File: src/mfeb_pkg.sv
// constants and carrier types for the feature-control register bank
package mfeb_pkg;

  // register addresses on the plain register port
  localparam logic [11:0] FEAT_CTRL_ADDR = 12'h100;  // feature-control register
  localparam logic [11:0] PLAT_NEEDS_ADDR = 12'h1a1; // platform-requirements report

  // field positions in the feature-control register
  localparam int BIT_WAIT_SM   = 18;
  localparam int BIT_PF_DIS    = 19;
  localparam int BIT_LEAF_LIM  = 22;
  localparam int BIT_TPR_DIS   = 23;
  localparam int BIT_CACHE_MOD = 24;
  localparam int BIT_NO_EXEC   = 34;

  // field position in the platform-requirements report
  localparam int BIT_PLAT_NEEDS = 18;

  // reset values of every control field
  localparam logic RST_WAIT_SM   = 1'b0;
  localparam logic RST_PF_DIS    = 1'b0;
  localparam logic RST_LEAF_LIM  = 1'b0;
  localparam logic RST_TPR_DIS   = 1'b0;
  localparam logic RST_CACHE_MOD = 1'b0;  // adaptive mode
  localparam logic RST_NO_EXEC   = 1'b0;

  // identification leaf reported while the limit is on
  localparam logic [7:0] LEAF_LIMITED = 8'h03;

  // sector and line geometry for fetches after a miss
  localparam int SECTOR_BYTES = 128;
  localparam int LINE_BYTES   = 64;
  localparam int LINE_OFS_W   = $clog2(LINE_BYTES);
  localparam int SECTOR_OFS_W = $clog2(SECTOR_BYTES);
  localparam int LINES_PER_SEC = SECTOR_BYTES / LINE_BYTES;

  // one register-port access
  typedef struct packed {
    logic [11:0] addr;
    logic [63:0] wdata;
    logic        wr;
    logic        rd;
  } mfeb_req_type;

  // shared control fields of the feature-control register
  typedef struct packed {
    logic wait_sm;
    logic pf_dis;
    logic leaf_lim;
    logic tpr_dis;
    logic cache_mode;
  } mfeb_shared_type;

endpackage

File: src/mfeb_line_pick.sv
// picks the lines of a 128-byte sector to fetch after a cache miss
`timescale 1ns/100ps
module mfeb_line_pick #(
  parameter int ADDR_W = 32
) (
  input  wire logic [ADDR_W-1:0]                      i_miss_addr,
  input  wire logic                                   i_adj_disable,
  output logic      [ADDR_W-1:0]                      o_sector_base,
  output logic      [mfeb_pkg::LINES_PER_SEC-1:0]     o_line_mask
);

  // index of the line holding the missed byte inside its sector
  wire logic line_idx;

  assign line_idx = i_miss_addr[mfeb_pkg::LINE_OFS_W];

  // sector-aligned base: lines are named by mask bit, not by address
  assign o_sector_base = {i_miss_addr[ADDR_W-1:mfeb_pkg::SECTOR_OFS_W],
                          {mfeb_pkg::SECTOR_OFS_W{1'b0}}};

  // disabled: only the needed line; enabled: both lines of the sector
  assign o_line_mask = i_adj_disable ? (line_idx ? 2'h2 : 2'h1)
                                     : 2'h3;

endmodule

File: src/mfeb_top.sv
// feature-control and platform-requirements register bank with its control outputs
`timescale 1ns/100ps
module mfeb_top #(
  parameter int         LP_COUNT      = 2,
  parameter int         LP_W          = 1,
  parameter int         ADDR_W        = 32,
  parameter int         PTB_W         = 32,
  parameter logic [7:0] MAX_LEAF      = 8'h05,
  parameter bit         SMT_SUPPORTED = 1'b1
) (
  input  wire logic                            I_CLK,
  input  wire logic                            I_RSTN,
  // register port
  input  wire logic [11:0]                     I_ADDR,
  input  wire logic [63:0]                     I_WDATA,
  input  wire logic                            I_WR,
  input  wire logic                            I_RD,
  input  wire logic [LP_W-1:0]                 I_LP_SEL,
  output logic      [63:0]                     O_RDATA,
  output logic                                 O_ACCESS_FAULT,
  // identification and platform inputs
  input  wire logic                            I_CTX_ID_FLAG,
  input  wire logic                            I_PLATFORM_NEEDS,
  // miss requests from the cache
  input  wire logic                            I_MISS_VALID,
  input  wire logic [ADDR_W-1:0]               I_MISS_ADDR,
  output logic                                 O_FETCH_VALID,
  output logic      [ADDR_W-1:0]               O_FETCH_ADDR,
  output logic      [1:0]                      O_FETCH_MASK,
  // page table base of each logical processor
  input  wire logic [LP_COUNT-1:0][PTB_W-1:0]  I_PTB,
  // control outputs
  output logic                                 O_WAIT_SM_ENABLE,
  output logic      [7:0]                      O_LEAF_REPORT,
  output logic                                 O_TPR_MSG_DISABLE,
  output logic                                 O_CACHE_SHARED,
  output logic      [LP_COUNT-1:0]             O_NO_EXEC_DISABLE
);

  // register state
  mfeb_pkg::mfeb_shared_type shared_ctl;
  mfeb_pkg::mfeb_shared_type next_shared_ctl;
  logic [LP_COUNT-1:0]       no_exec;
  logic [LP_COUNT-1:0]       next_no_exec;

  // decode of the current access
  mfeb_pkg::mfeb_req_type req;
  wire logic                 hit_ctrl;
  wire logic                 hit_plat;
  wire logic                 wr_ctrl;
  wire logic                 rd_any;
  wire logic                 fault;
  wire logic                 mode_wr_ok;

  // read views
  wire logic [63:0]          ctrl_view;
  wire logic [63:0]          plat_view;
  wire logic [63:0]          next_rdata;

  // derived control values
  wire logic [7:0]           next_leaf;
  wire logic                 bases_match;
  wire logic                 next_shared_cache;
  wire logic [LP_COUNT-1:0]  ptb_eq;

  // fetch path
  wire logic [ADDR_W-1:0]    pick_base;
  wire logic [1:0]           pick_mask;

  // true when an address names one of the two registers of this bank
  function automatic logic is_mapped(input logic [11:0] a);
    is_mapped = (a == mfeb_pkg::FEAT_CTRL_ADDR) || (a == mfeb_pkg::PLAT_NEEDS_ADDR);
  endfunction

  // gather the port into one carrier for decoding
  assign req.addr  = I_ADDR;
  assign req.wdata = I_WDATA;
  assign req.wr    = I_WR;
  assign req.rd    = I_RD;

  // address decode
  assign hit_ctrl = (req.addr == mfeb_pkg::FEAT_CTRL_ADDR);
  assign hit_plat = (req.addr == mfeb_pkg::PLAT_NEEDS_ADDR);
  assign wr_ctrl  = req.wr && hit_ctrl;
  assign rd_any   = req.rd;

  // a write to the report or any access off the map is refused
  assign fault = (req.wr && hit_plat)
               || ((req.wr || req.rd) && !is_mapped(req.addr));

  // the mode bit may only change where mode switching exists
  assign mode_wr_ok = I_CTX_ID_FLAG;

  // next value of the shared fields; only named bits are taken from a write
  assign next_shared_ctl.wait_sm    = wr_ctrl ? req.wdata[mfeb_pkg::BIT_WAIT_SM]
                                              : shared_ctl.wait_sm;
  assign next_shared_ctl.pf_dis     = wr_ctrl ? req.wdata[mfeb_pkg::BIT_PF_DIS]
                                              : shared_ctl.pf_dis;
  assign next_shared_ctl.leaf_lim   = wr_ctrl ? req.wdata[mfeb_pkg::BIT_LEAF_LIM]
                                              : shared_ctl.leaf_lim;
  // one copy for the whole package, whichever processor writes it
  assign next_shared_ctl.tpr_dis    = wr_ctrl ? req.wdata[mfeb_pkg::BIT_TPR_DIS]
                                              : shared_ctl.tpr_dis;
  assign next_shared_ctl.cache_mode = (wr_ctrl && mode_wr_ok)
                                      ? req.wdata[mfeb_pkg::BIT_CACHE_MOD]
                                      : shared_ctl.cache_mode;

  // per-processor copy of the no-execute disable, chosen by the selector
  genvar g;
  generate
    for (g = 0; g < LP_COUNT; g++)
    begin : g_lp
      assign next_no_exec[g] = (wr_ctrl && (I_LP_SEL == LP_W'(g)))
                               ? req.wdata[mfeb_pkg::BIT_NO_EXEC]
                               : no_exec[g];
      // every base compared with the first; all equal means shareable
      assign ptb_eq[g] = (I_PTB[g] == I_PTB[0]);
    end
  endgenerate

  assign bases_match = &ptb_eq;

  // read view of the feature-control register; unlisted bits stay zero
  assign ctrl_view = {
    29'h0,                                        // 63:35 reserved
    no_exec[I_LP_SEL],                            // 34
    9'h0,                                         // 33:25 reserved
    shared_ctl.cache_mode,                        // 24
    shared_ctl.tpr_dis,                           // 23
    shared_ctl.leaf_lim,                          // 22
    2'h0,                                         // 21:20 reserved
    shared_ctl.pf_dis,                            // 19
    shared_ctl.wait_sm,                           // 18
    18'h0                                         // lower bits are outside this bank
  };

  // platform report: one live bit, the rest reserved and zero
  assign plat_view = {45'h0, I_PLATFORM_NEEDS, 18'h0};

  // read mux; off-map reads answer zero
  assign next_rdata = !rd_any   ? 64'h0
                    : hit_ctrl  ? ctrl_view
                    : hit_plat  ? plat_view
                    : 64'h0;

  // leaf report follows the limit bit
  assign next_leaf = shared_ctl.leaf_lim ? mfeb_pkg::LEAF_LIMITED : MAX_LEAF;

  // shared mode forces sharing; adaptive shares only on equal bases;
  // without a second thread per core the bit has no effect at all
  assign next_shared_cache = SMT_SUPPORTED
                             && (shared_ctl.cache_mode || bases_match);

  // sector line selection for the fetch after a miss
  mfeb_line_pick #(
    .ADDR_W        (ADDR_W)
  ) mfeb_line_pick_inst (
    .i_miss_addr   (I_MISS_ADDR),
    .i_adj_disable (shared_ctl.pf_dis),
    .o_sector_base (pick_base),
    .o_line_mask   (pick_mask)
  );

  // shared control fields
  always_ff @(posedge I_CLK or negedge I_RSTN)
  begin
    if (!I_RSTN)
    begin
      shared_ctl.wait_sm    <= mfeb_pkg::RST_WAIT_SM;
      shared_ctl.pf_dis     <= mfeb_pkg::RST_PF_DIS;
      shared_ctl.leaf_lim   <= mfeb_pkg::RST_LEAF_LIM;
      shared_ctl.tpr_dis    <= mfeb_pkg::RST_TPR_DIS;
      shared_ctl.cache_mode <= mfeb_pkg::RST_CACHE_MOD;
    end
    else
    begin
      shared_ctl <= next_shared_ctl;
    end
  end

  // per-processor no-execute disable
  always_ff @(posedge I_CLK or negedge I_RSTN)
  begin
    if (!I_RSTN)
    begin
      no_exec <= {LP_COUNT{mfeb_pkg::RST_NO_EXEC}};
    end
    else
    begin
      no_exec <= next_no_exec;
    end
  end

  // read data stands for exactly the cycle after the strobe
  always_ff @(posedge I_CLK or negedge I_RSTN)
  begin
    if (!I_RSTN)
    begin
      O_RDATA        <= 64'h0;
      O_ACCESS_FAULT <= 1'b0;
    end
    else
    begin
      O_RDATA        <= next_rdata;
      O_ACCESS_FAULT <= fault;  // one-cycle pulse
    end
  end

  // fetch request one cycle after the miss; the prefetch mode in force
  // at the miss decides, so a write in the same cycle acts on the next miss
  always_ff @(posedge I_CLK or negedge I_RSTN)
  begin
    if (!I_RSTN)
    begin
      O_FETCH_VALID <= 1'b0;
      O_FETCH_ADDR  <= {ADDR_W{1'b0}};
      O_FETCH_MASK  <= 2'h0;
    end
    else
    begin
      O_FETCH_VALID <= I_MISS_VALID;
      O_FETCH_ADDR  <= I_MISS_VALID ? pick_base : {ADDR_W{1'b0}};
      O_FETCH_MASK  <= I_MISS_VALID ? pick_mask : 2'h0;
    end
  end

  // control outputs, registered so they never glitch into the core
  always_ff @(posedge I_CLK or negedge I_RSTN)
  begin
    if (!I_RSTN)
    begin
      O_WAIT_SM_ENABLE  <= mfeb_pkg::RST_WAIT_SM;
      O_LEAF_REPORT     <= MAX_LEAF;
      O_TPR_MSG_DISABLE <= mfeb_pkg::RST_TPR_DIS;
      O_CACHE_SHARED    <= 1'b0;
      O_NO_EXEC_DISABLE <= {LP_COUNT{mfeb_pkg::RST_NO_EXEC}};
    end
    else
    begin
      O_WAIT_SM_ENABLE  <= shared_ctl.wait_sm;
      O_LEAF_REPORT     <= next_leaf;
      O_TPR_MSG_DISABLE <= shared_ctl.tpr_dis;
      O_CACHE_SHARED    <= next_shared_cache;
      O_NO_EXEC_DISABLE <= no_exec;
    end
  end

endmodule

File: config.mk
export PLATFORM = sky130hd
export DESIGN_NAME = mfeb_top
export DESIGN_NICKNAME = d
export VERILOG_FILES = /design/src/mfeb_pkg.sv /design/src/mfeb_line_pick.sv /design/src/mfeb_top.sv
export SDC_FILE = /design/constraint.sdc
export NUM_CORES = 1
export LEC_CHECK = 0
export BUFFER_PORTS_ARGS = -buffer_cell sky130_fd_sc_hd__buf_4
export CORE_AREA = 2 2 114 116
export DETAILED_ROUTE_END_ITERATION = 16
export DIE_AREA = 0 0 116 118
export GPL_TIMING_DRIVEN = 0
export SLEW_MARGIN = 5
export SYNTH_ARGS = -nofsm -noshare
export SYNTH_HDL_FRONTEND = slang
export SYNTH_SLANG_ARGS = --single-unit
File: constraint.sdc
create_clock -name I_CLK -period 1.1 [get_ports I_CLK]
set_clock_uncertainty 0.2 [all_clocks]
set_input_delay 0.11 -clock I_CLK [delete_from_list [all_inputs] [get_ports I_CLK]]
set_output_delay 0.11 -clock I_CLK [all_outputs]
set_load 0.02 [all_outputs]
==> impl_metrics.ini, run 1 <==
[power]
powerDensity_nw_per_um2 = 928.5
leakage_nw = 2.711
power_mw = 4.791
ir_drop_uv = 516.3

[cells_and_area]
register_area_um2 = 1227
nets = 686
syn2layout_area_growth_pct = 99.32
layout_commonest_cell = buf_4
final_util_pct = 41.56
final_cell_mix = buf_4, conb_1, buf_6
fillers = 1187
multi_input_comb_area_um2 = 1172
layout-drive-gt1-share_pct = 54.44

[place]
portBuffers = 157
dpl.hpwl_um = 5856
gp_congestion = 0.6646

[global_routing]
grt.met3_usage_pct = 4.325
gr-usage-met2_pct = 21.31
overflow = 0
grt_use_met1_pct = 10.01
grt_use_total_pct = 10.88
grt_pass1_vias = 2472
busiest_layer = met2
grt_pass1_wl_um = 11430
antenna_found_initial = 1
grt_max_degree = 50

[timing]
fin_ws_ps = -163.5
hold_slack_ps = -158.2
report.final.hold_viol_count = 11
tns_ps = -1571
slew_violations = 0
final.period_utilization_pct = 114.9
period_needed_ps = 1264
timing.fmax_ghz = 0.7914
rsz0062_at_grt = true
setup_viol = 48

[setup_path]
crit_path_top_delay_cell = nor4b_4
critical_path_required_ps = 1080
critical_path_class = primary input to register
startpoint_type = primary input
end_kind = register
cp_cell_sequence = buf_4 > nor4b_4 > nand4_1 > buf_6 > buf_6 > mux2_4
worst-path-max-fanout = 4
cpPeakStageDelay_ps = 290
cp_common_cell = buf_6
crit_arrival_ps = 1240

[yosys]
yosys_warnings = 0
synth_compound_area_share_pct = 1.450
syn_inst = 226
syn_area_per_cell_um2 = 11.45
muxShareOfSynthArea_pct = 3.722
synth_top_family_by_area = buffers and inverters
synth_adder_area_share_pct = 0
synth_seq_cells = 49
yosys.area_share.xor_xnor_pct = 10.83
synth.distinct_cells = 28
yosys.area_share.simple_pct = 14.69
synth.yosys.seq_area_share_pct = 47.41
synth_area_um2 = 2589

[die]
num_rows = 41
initial_utilization_pct = 20.85
chipWidth_um = 116
pin_count = 293
core_area_um2 = 12410
die_area_um2 = 13690
dieHeight_um = 118

[clocking]
cts_tree = yes
clockRootBuffer = clkbuf_16
cts_buffer_depth = 2
holdBufCountCts = 37
clk_latency_ps = 290
numCtsBuffers = 5
clock_sinks = 49
path_clk_slew_ps = 70
ctsHtreeMaxLevel = 2

[drt]
wirelength_um = 7984
drtAntennaViolNets = 0
drt-wirelength-per-cell_um = 11.74
vias = 2404
drcViolationCount = 0
drtPass1Iterations = 2
drtIter0Drc = 26
post_drt_via_cell_ratio = 3.535

[job]
maxCapViolations = 0

[outcome]
status = complete, but fails checks
violations = negative hold slack, negative setup slack

[min_path]
hold_class = primary input to register
power by group:
part	internal [mW]	leakage, nW	switching [mW]
Clock	0.843	0.0621	0.707
Combinational	0.757	2.01	0.600
Sequential	1.86	0.643	0.0267
cells in the mapped netlist, drive strengths merged:
master	count	area (µm²)
nand3	4	30.03
nor2	6	22.52
buf	72	544.3
mux2i	1	10.01
dfrtp	48	1201
and2	25	156.4
inv	2	7.510
nor4	5	61.31
xor2	8	70.07
clkbuf	2	7.510
nor4b	1	23.77
dfstp	1	26.28
and3	4	28.78
a21boi	2	15.01
nand4	7	43.79
mux2	7	86.33
conb	2	7.510
a22oi	1	7.510
xnor2	24	210.2
a41o	1	10.01
and4b	1	10.01
a21oi	1	5.000
nand2	1	3.750
routing by layer:
layer	wire [µm]	share of wire [%]	up-vias
met3	1124	14	9
met1	2659	33	1084
met4	110	1.4	2
met5	13	0.16	-
li1	-	-	1143
met2	4075	51	166
per-stage QoR:
step	std cells	setup slack (ps)	instance area, µm²
2_1_floorplan	295	-337.6	2861
6_report	680	-163.5	5160
5_1_grt	679	-181.3	5157
4_1_cts	678	-150.8	5044
3_5_place_dp	624	-788.5	4255
3_3_place_gp	624	-751.6	4255
cell type report:
cell class | count | share of cell area, %
repair buffers | 204 | 35.57
flip-flops and latches | 49 | 23.79
multi-input cells | 170 | 22.72
plain buffers | 74 | 10.69
well taps | 172 | 4.171
clock buffers | 5 | 2.425
clock inverters | 3 | 0.4365
inverters | 2 | 0.1455
diodes | 1 | 0.04850
timing repair:
action | CTS | global route
setup endpoints to repair | 50 | 110
buffers inserted | 9 | 2
hold endpoints to repair | 90 | 11
gates resized for setup | 54 | 19
pin swaps | 5 | 13
flip-flops by register name, indices dropped and copies added, names as in the netlist:
name               cells
O_FETCH_ADDR          25
O_RDATA                6
ctrl_view              5
O_FETCH_MASK           2
O_LEAF_REPORT          2
O_NO_EXEC_DISABLE      2
no_exec                2
O_ACCESS_FAULT         1
O_CACHE_SHARED         1
O_FETCH_VALID          1
O_TPR_MSG_DISABLE      1
O_WAIT_SM_ENABLE       1
critical path: cells and delay by family:
kind	cells	cell delay [ps]
mux	1	280
buf+inv	3	410
simple gates	2	440
worst paths after layout:
path                               start                to  slack, ps  depth (start not counted)
min                         I_MISS_VALID     O_FETCH_VALID       -160                          1
min in group asynchronous         I_RSTN     ctrl_view[23]        140                          2
max                           I_ADDR[10]     ctrl_view[19]       -160                          6
min reg2reg                ctrl_view[18]  O_WAIT_SM_ENABLE        210                          0
max reg2reg                   no_exec[1]       O_RDATA[34]         80                          2
max in group asynchronous         I_RSTN  O_LEAF_REPORT[2]        230                          2
cells by family (layout without fill, tap and decap cells):
| family | Yosys count | in the layout |
|---|---|---|
| buffers and inverters | 76 | 288 |
| AND/OR/NAND/NOR | 54 | 54 |
| flip-flops | 49 | 49 |
| XOR/XNOR | 32 | 32 |
| multiplexers | 8 | 8 |
| AO/OA/AOI/OAI | 5 | 5 |
| other | 2 | 72 |
Note: power is estimated with default switching activity, not from simulation.
==> run 2, diff against run 1 <==
- ABC_AREA: not set -> 1
- CORE_AREA: 2 2 114 116 -> 2 2 112 114
- DIE_AREA: 0 0 116 118 -> 0 0 114 116
==> impl_metrics.ini, run 2 <==
[clocking]
cts_tree = yes
ctsHtreeMaxLevel = 2
clk_latency_ps = 280
clock_sinks = 49
numCtsBuffers = 5
clockRootBuffer = clkbuf_16
path_clk_slew_ps = 60
cts_buffer_depth = 2

[power]
leakage_nw = 3.022
p_int_mw = 3.669
swShare_pct = 25.55
pwr-share-seq_pct = 38.3
powerDensity_nw_per_um2 = 946.6
power_frac_clock_pct = 33.8
ir_drop_uv = 573.0
p_comb_share_pct = 27.9
p_sw_mw = 1.259

[cells_and_area]
top_register = O_FETCH_ADDR
layout_commonest_cell = buf_4
syn2layout_area_growth_pct = 85.51
final_util_pct = 43.71
layout-drive-gt1-share_pct = 42.35
largest_reg_flops = 25
antenna_cells = 0
final_area_um2 = 5206
nets = 800
final_cell_mix = buf_4, nand2_1, conb_1

[setup_path]
cp.depth = 1
critPathCapture = O_LEAF_REPORT[2]
cp_cell_sequence = buf_6
ff2ff_path_depth = 3
critPathBufInv = 1
crit_path_top_delay_cell = dfstp_2
critical_path_class = register to output pin
startpoint_type = register
crit_arrival_ps = 910
rr_startpoint = ctrl_view[19]
cpLargestDelayFamily = flip-flops
worst-path-max-fanout = 1
cpPeakStageDelay_ps = 520
startpoint = O_LEAF_REPORT[2]
r2r_end = O_FETCH_MASK[1]
rrSetupSlack_ps = 230
critical_path_required_ps = 790
end_kind = output pin

[timing]
timing.fmax_ghz = 0.8181
rsz0062_at_grt = true
setup_viol = 8
final.period_utilization_pct = 111.1
report.final.hold_viol_count = 7
slew_violations = 0
hold_slack_ps = -21.76
fin_ws_ps = -122.4
period_needed_ps = 1222

[yosys]
yosys_warnings = 0
synth.yosys.seq_area_share_pct = 43.74
async_flop_share_pct = 100.0
yosys.area_share.xor_xnor_pct = 7.178
synth_edf_count = 0
synth_top_family_by_area = buffers and inverters
synth_common_cells = nand2_1, buf_4, inv_1
synth_seq_cells = 49
muxShareOfSynthArea_pct = 0
yosys.area_share.simple_pct = 18.81
synthTopCellsByArea = dfrtp_1, buf_4, nand2_1
synth_compound_area_share_pct = 2.006
post-synth-top-area-fraction_pct = 42.80
ys.flop_type = dfrtp_1
syn_inst = 347
synth_most_common_cell = nand2_1
synth_top_cell_by_area = dfrtp_1
synth_adder_area_share_pct = 0
synth.distinct_cells = 24
syn_area_per_cell_um2 = 8.088
synth_area_um2 = 2806

[place]
gp_congestion = 0.8218
placed_cell_area_um2 = 4428
dpl.hpwl_um = 6226
portBuffers = 157

[drt]
drt-wirelength-per-cell_um = 10.38
post_drt_via_cell_ratio = 3.587
drcViolationCount = 0
drtPass1Iterations = 4
drtAntennaViolNets = 0
vias = 2755
wirelength_um = 7971
drtIter0Drc = 118

[outcome]
violations = negative hold slack, negative setup slack
status = complete, but fails checks

[global_routing]
overflow = 0
grt_pass1_wl_um = 12120
grt_pass1_vias = 2781
grt_max_degree = 50
antenna_found_initial = 0
grt_use_total_pct = 11.43

[die]
die_area_um2 = 13220
initial_utilization_pct = 23.56
num_rows = 40
core_area_um2 = 11910
chipWidth_um = 114
pin_count = 293
dieHeight_um = 116

[min_path]
hold_class = primary input to register

[job]
maxCapViolations = 0
==> run 2: cell types whose count changed after synthesis, moves of 3 or more <==
cell     delta
nor2_1     +15
nand2_1    +88
xor2_1      -8
and3_2      -3
and2_1     -25
mux2_2      -5
inv_1      +58
o21ai_0     +6
nand3_1     +4
nand4_1     -4
==> run 2: cells by family (layout without fill, tap and decap cells) <==
logic type                after synthesis  count (layout)
buffers and inverters                 136             341
and+or+nand+nor                       126             126
DFF                                    49              49
xor gates and xnor gates               23              23
AOI/OAI and AO/OA                      11              11
other                                   2              71
==> run 2: how the worst min path moves through the flow <==
| stage | from | endpoint | slack, ps | cells after the start |
|---|---|---|---|---|
| floorplan | I_RSTN | O_ACCESS_FAULT | -390 | 0 |
| global placement | I_RSTN | O_FETCH_ADDR[19] | -40 | 1 |
| detailed placement | I_RSTN | O_FETCH_ADDR[17] | -40 | 1 |
| CTS | I_WR | no_exec[0] | 3 | 4 |
| global route | I_WR | no_exec[0] | 10 | 4 |
| finish | I_WR | no_exec[0] | -20 | 4 |
==> run 2: stage by stage <==
stage / setup WS, ps / instances / TNS, ps / power, mW
after floorplan: 35.26 / 416 / 0 / 2.598
final: -122.4 / 768 / -154.0 / 4.928
after detailed placement: -421.9 / 720 / -7547 / 3.111
after global placement: -415.2 / 720 / -6638 / 3.094
after CTS: -133.0 / 766 / -312.8 / 4.950
after global routing: -145.6 / 768 / -979.8 / 5.174
==> run 2: power groups by stage <==
| stage | Clock [mW] | Combinational [mW] | Sequential [mW] |
|---|---|---|---|
| finish | 1.67 | 1.38 | 1.89 |
| global route | 1.79 | 1.49 | 1.89 |
| CTS | 1.72 | 1.35 | 1.89 |
| detailed placement | 0 | 1.20 | 1.91 |
| global placement | 0 | 1.19 | 1.91 |
| floorplan | 0 | 0.616 | 1.98 |
==> run 2: final cells by class <==
class,instances,area (µm²)
repair buffers,197,1740
fillers,1141,6705
multi-input cells,231,1101
inverters,61,231.5
clock inverters,2,35.03
plain buffers,75,558.0
clock buffers,6,128.9
flip-flops and latches,49,1227
well taps,147,183.9
==> run 2: layer usage <==
| layer | GRT usage (%) | up-vias | wire length, µm | part of all wire [%] |
|---|---|---|---|---|
| li1 | - | 1413 | - | - |
| met1 | 12.38 | 1172 | 2898 | 36 |
| met2 | 21.83 | 160 | 4113 | 52 |
| met3 | 3.190 | 10 | 851 | 11 |
| met4 | 3.089 | 0 | 108 | 1.4 |
| met5 | 0 | - | 0 | 0 |
==> run 2: what timing repair did <==
item | in CTS | in global routing
hold buffers | 37 | 0
setup endpoints to repair | 54 | 109
hold endpoints to repair | 85 | 0
pin swaps | 3 | 8
gates resized for setup | 49 | 21
buffers inserted | 0 | 2
cloned | 1 | 0
==> run 3, diff against run 2 <==
==> constraint.sdc (replaced) <==
create_clock -name I_CLK -period 1.1 [get_ports I_CLK]
set_clock_uncertainty 0.2 [all_clocks]
set_input_delay 0.165 -clock I_CLK [delete_from_list [all_inputs] [get_ports I_CLK]]
set_output_delay 0.165 -clock I_CLK [all_outputs]
set_load 0.02 [all_outputs]
==> impl_metrics.ini, run 3 (same netlist as run 2, synthesis figures left out) <==
[clocking]
numCtsBuffers = 5
ctsHtreeMaxLevel = 2
clock_sinks = 49
clk_latency_ps = 280
clockRootBuffer = clkbuf_16
cts_buffer_depth = 2
cts_tree = yes
path_clk_slew_ps = 60

[place]
dpl.hpwl_um = 6270
gp_congestion = 0.7730
portBuffers = 157
placed_cell_area_um2 = 4428

[min_path]
hold_class = primary input to async pin

[global_routing]
grt_pass1_vias = 2807
grt_pass1_wl_um = 12360
grt_max_degree = 50
overflow = 0
grt_use_total_pct = 11.58
antenna_found_initial = 0

[timing]
worst_pin_slew_ps = 614.1
hold_slack_ps = -303.2
setup_viol = 42
slew_violations = 0
fin_ws_ps = -177.9
period_needed_ps = 1278
final.period_utilization_pct = 116.2
report.final.hold_viol_count = 50
timing.fmax_ghz = 0.7825
rsz0062_at_grt = true
tns_ps = -2326
relSlewSlack_pct = 59.06

[drt]
drtPass1Iterations = 4
vias = 2754
drtIter0Drc = 108
post_drt_via_cell_ratio = 3.577
wirelength_um = 7950
drtAntennaViolNets = 0
drcViolationCount = 0
drt-wirelength-per-cell_um = 10.32

[setup_path]
cp.depth = 1
cp_cell_sequence = buf_6
critPathBufInv = 1
critical_path_required_ps = 730
worst-path-max-fanout = 1
crit_path_top_delay_cell = dfstp_2
crit_arrival_ps = 910
critical_path_class = register to output pin
startpoint_type = register
cpPeakStageDelay_ps = 530
ff2ff_path_depth = 2
cpLargestDelayFamily = flip-flops
end_kind = output pin

[cells_and_area]
final_cell_mix = buf_4, nand2_1, conb_1
layout-drive-gt1-share_pct = 42.86
final_area_um2 = 5274
nets = 802
largest_reg_flops = 25
fillers = 1128
layout_commonest_cell = buf_4
syn2layout_area_growth_pct = 87.92
top_register = O_FETCH_ADDR
antenna_cells = 0

[die]
chipWidth_um = 114
dieHeight_um = 116
pin_count = 293
core_area_um2 = 11910
initial_utilization_pct = 23.56
die_area_um2 = 13220
num_rows = 40

[power]
powerDensity_nw_per_um2 = 954.4
leakage_nw = 3.053
ir_drop_uv = 504.4
power_mw = 5.033

[job]
maxCapViolations = 0

[outcome]
violations = negative hold slack, negative setup slack
status = complete, but fails checks
run 3: changes by cell type in the layout (fill, tap and decap cells not counted), sizes merged:
cell and change:
buf +2, clkinv -1, clkinvlp +1, dlygate4sd3 -1, dlymetal6s4s +1
run 3: final cells by class:
class	instances	area, µm²	share of cell area, %
multi-input cells	231	1120	21.23
clock buffers	6	138.9	2.633
well taps	147	183.9	3.488
repair buffers	199	1777	33.69
flip-flops and latches	49	1227	23.27
clock inverters	2	37.54	0.7117
plain buffers	75	558.0	10.58
inverters	61	231.5	4.389
run 3: report_power, final:
part | internal [mW] | switching, mW
sequential | 1.86 | 0.0295
combinational | 0.751 | 0.637
clock | 1.13 | 0.623
run 3: worst paths after layout:
path | start | to | slack, ps
worst max-delay path | O_LEAF_REPORT[2] | O_LEAF_REPORT[2] | -180
worst min-delay path | I_RSTN | O_FETCH_ADDR[13] | -300
worst max register to register | no_exec[0] | no_exec[0] | 210
worst min register to register | ctrl_view[18] | O_WAIT_SM_ENABLE | 180
max in group asynchronous | I_RSTN | O_RDATA[22] | 590
min in group I_CLK | I_LP_SEL | no_exec[0] | -30
run 3: timing repair:
item | 4_1_cts | 5_1_grt
gates resized for setup | 62 | 14
setup endpoints to repair | 59 | 54
hold buffers | 37 | 1
endpoints found under the hold margin | 86 | 50
setup buffers | 4 | 0
pin swaps | 6 | 6
cloned | 1 | 0
run 3: through the flow:
step,utilization [%],hold WS (ps),setup slack [ps],instances
after floorplan,-,-330.6,-8.315,416
after global placement,37.17,12.81,-410.5,720
after detailed placement,37.17,27.69,-413.4,720
after CTS,43.87,-274.0,-188.5,770
after global routing,44.28,-251.1,-204.1,770
final,44.28,-303.2,-177.9,770
run 3: routing by layer:
layer,track usage (%),vias to the layer above,wire length [µm]
li1,-,1422,-
met1,12.98,1175,3210
met2,21.67,149,3947
met3,2.667,8,702
met4,3.821,0,91
met5,0,-,0
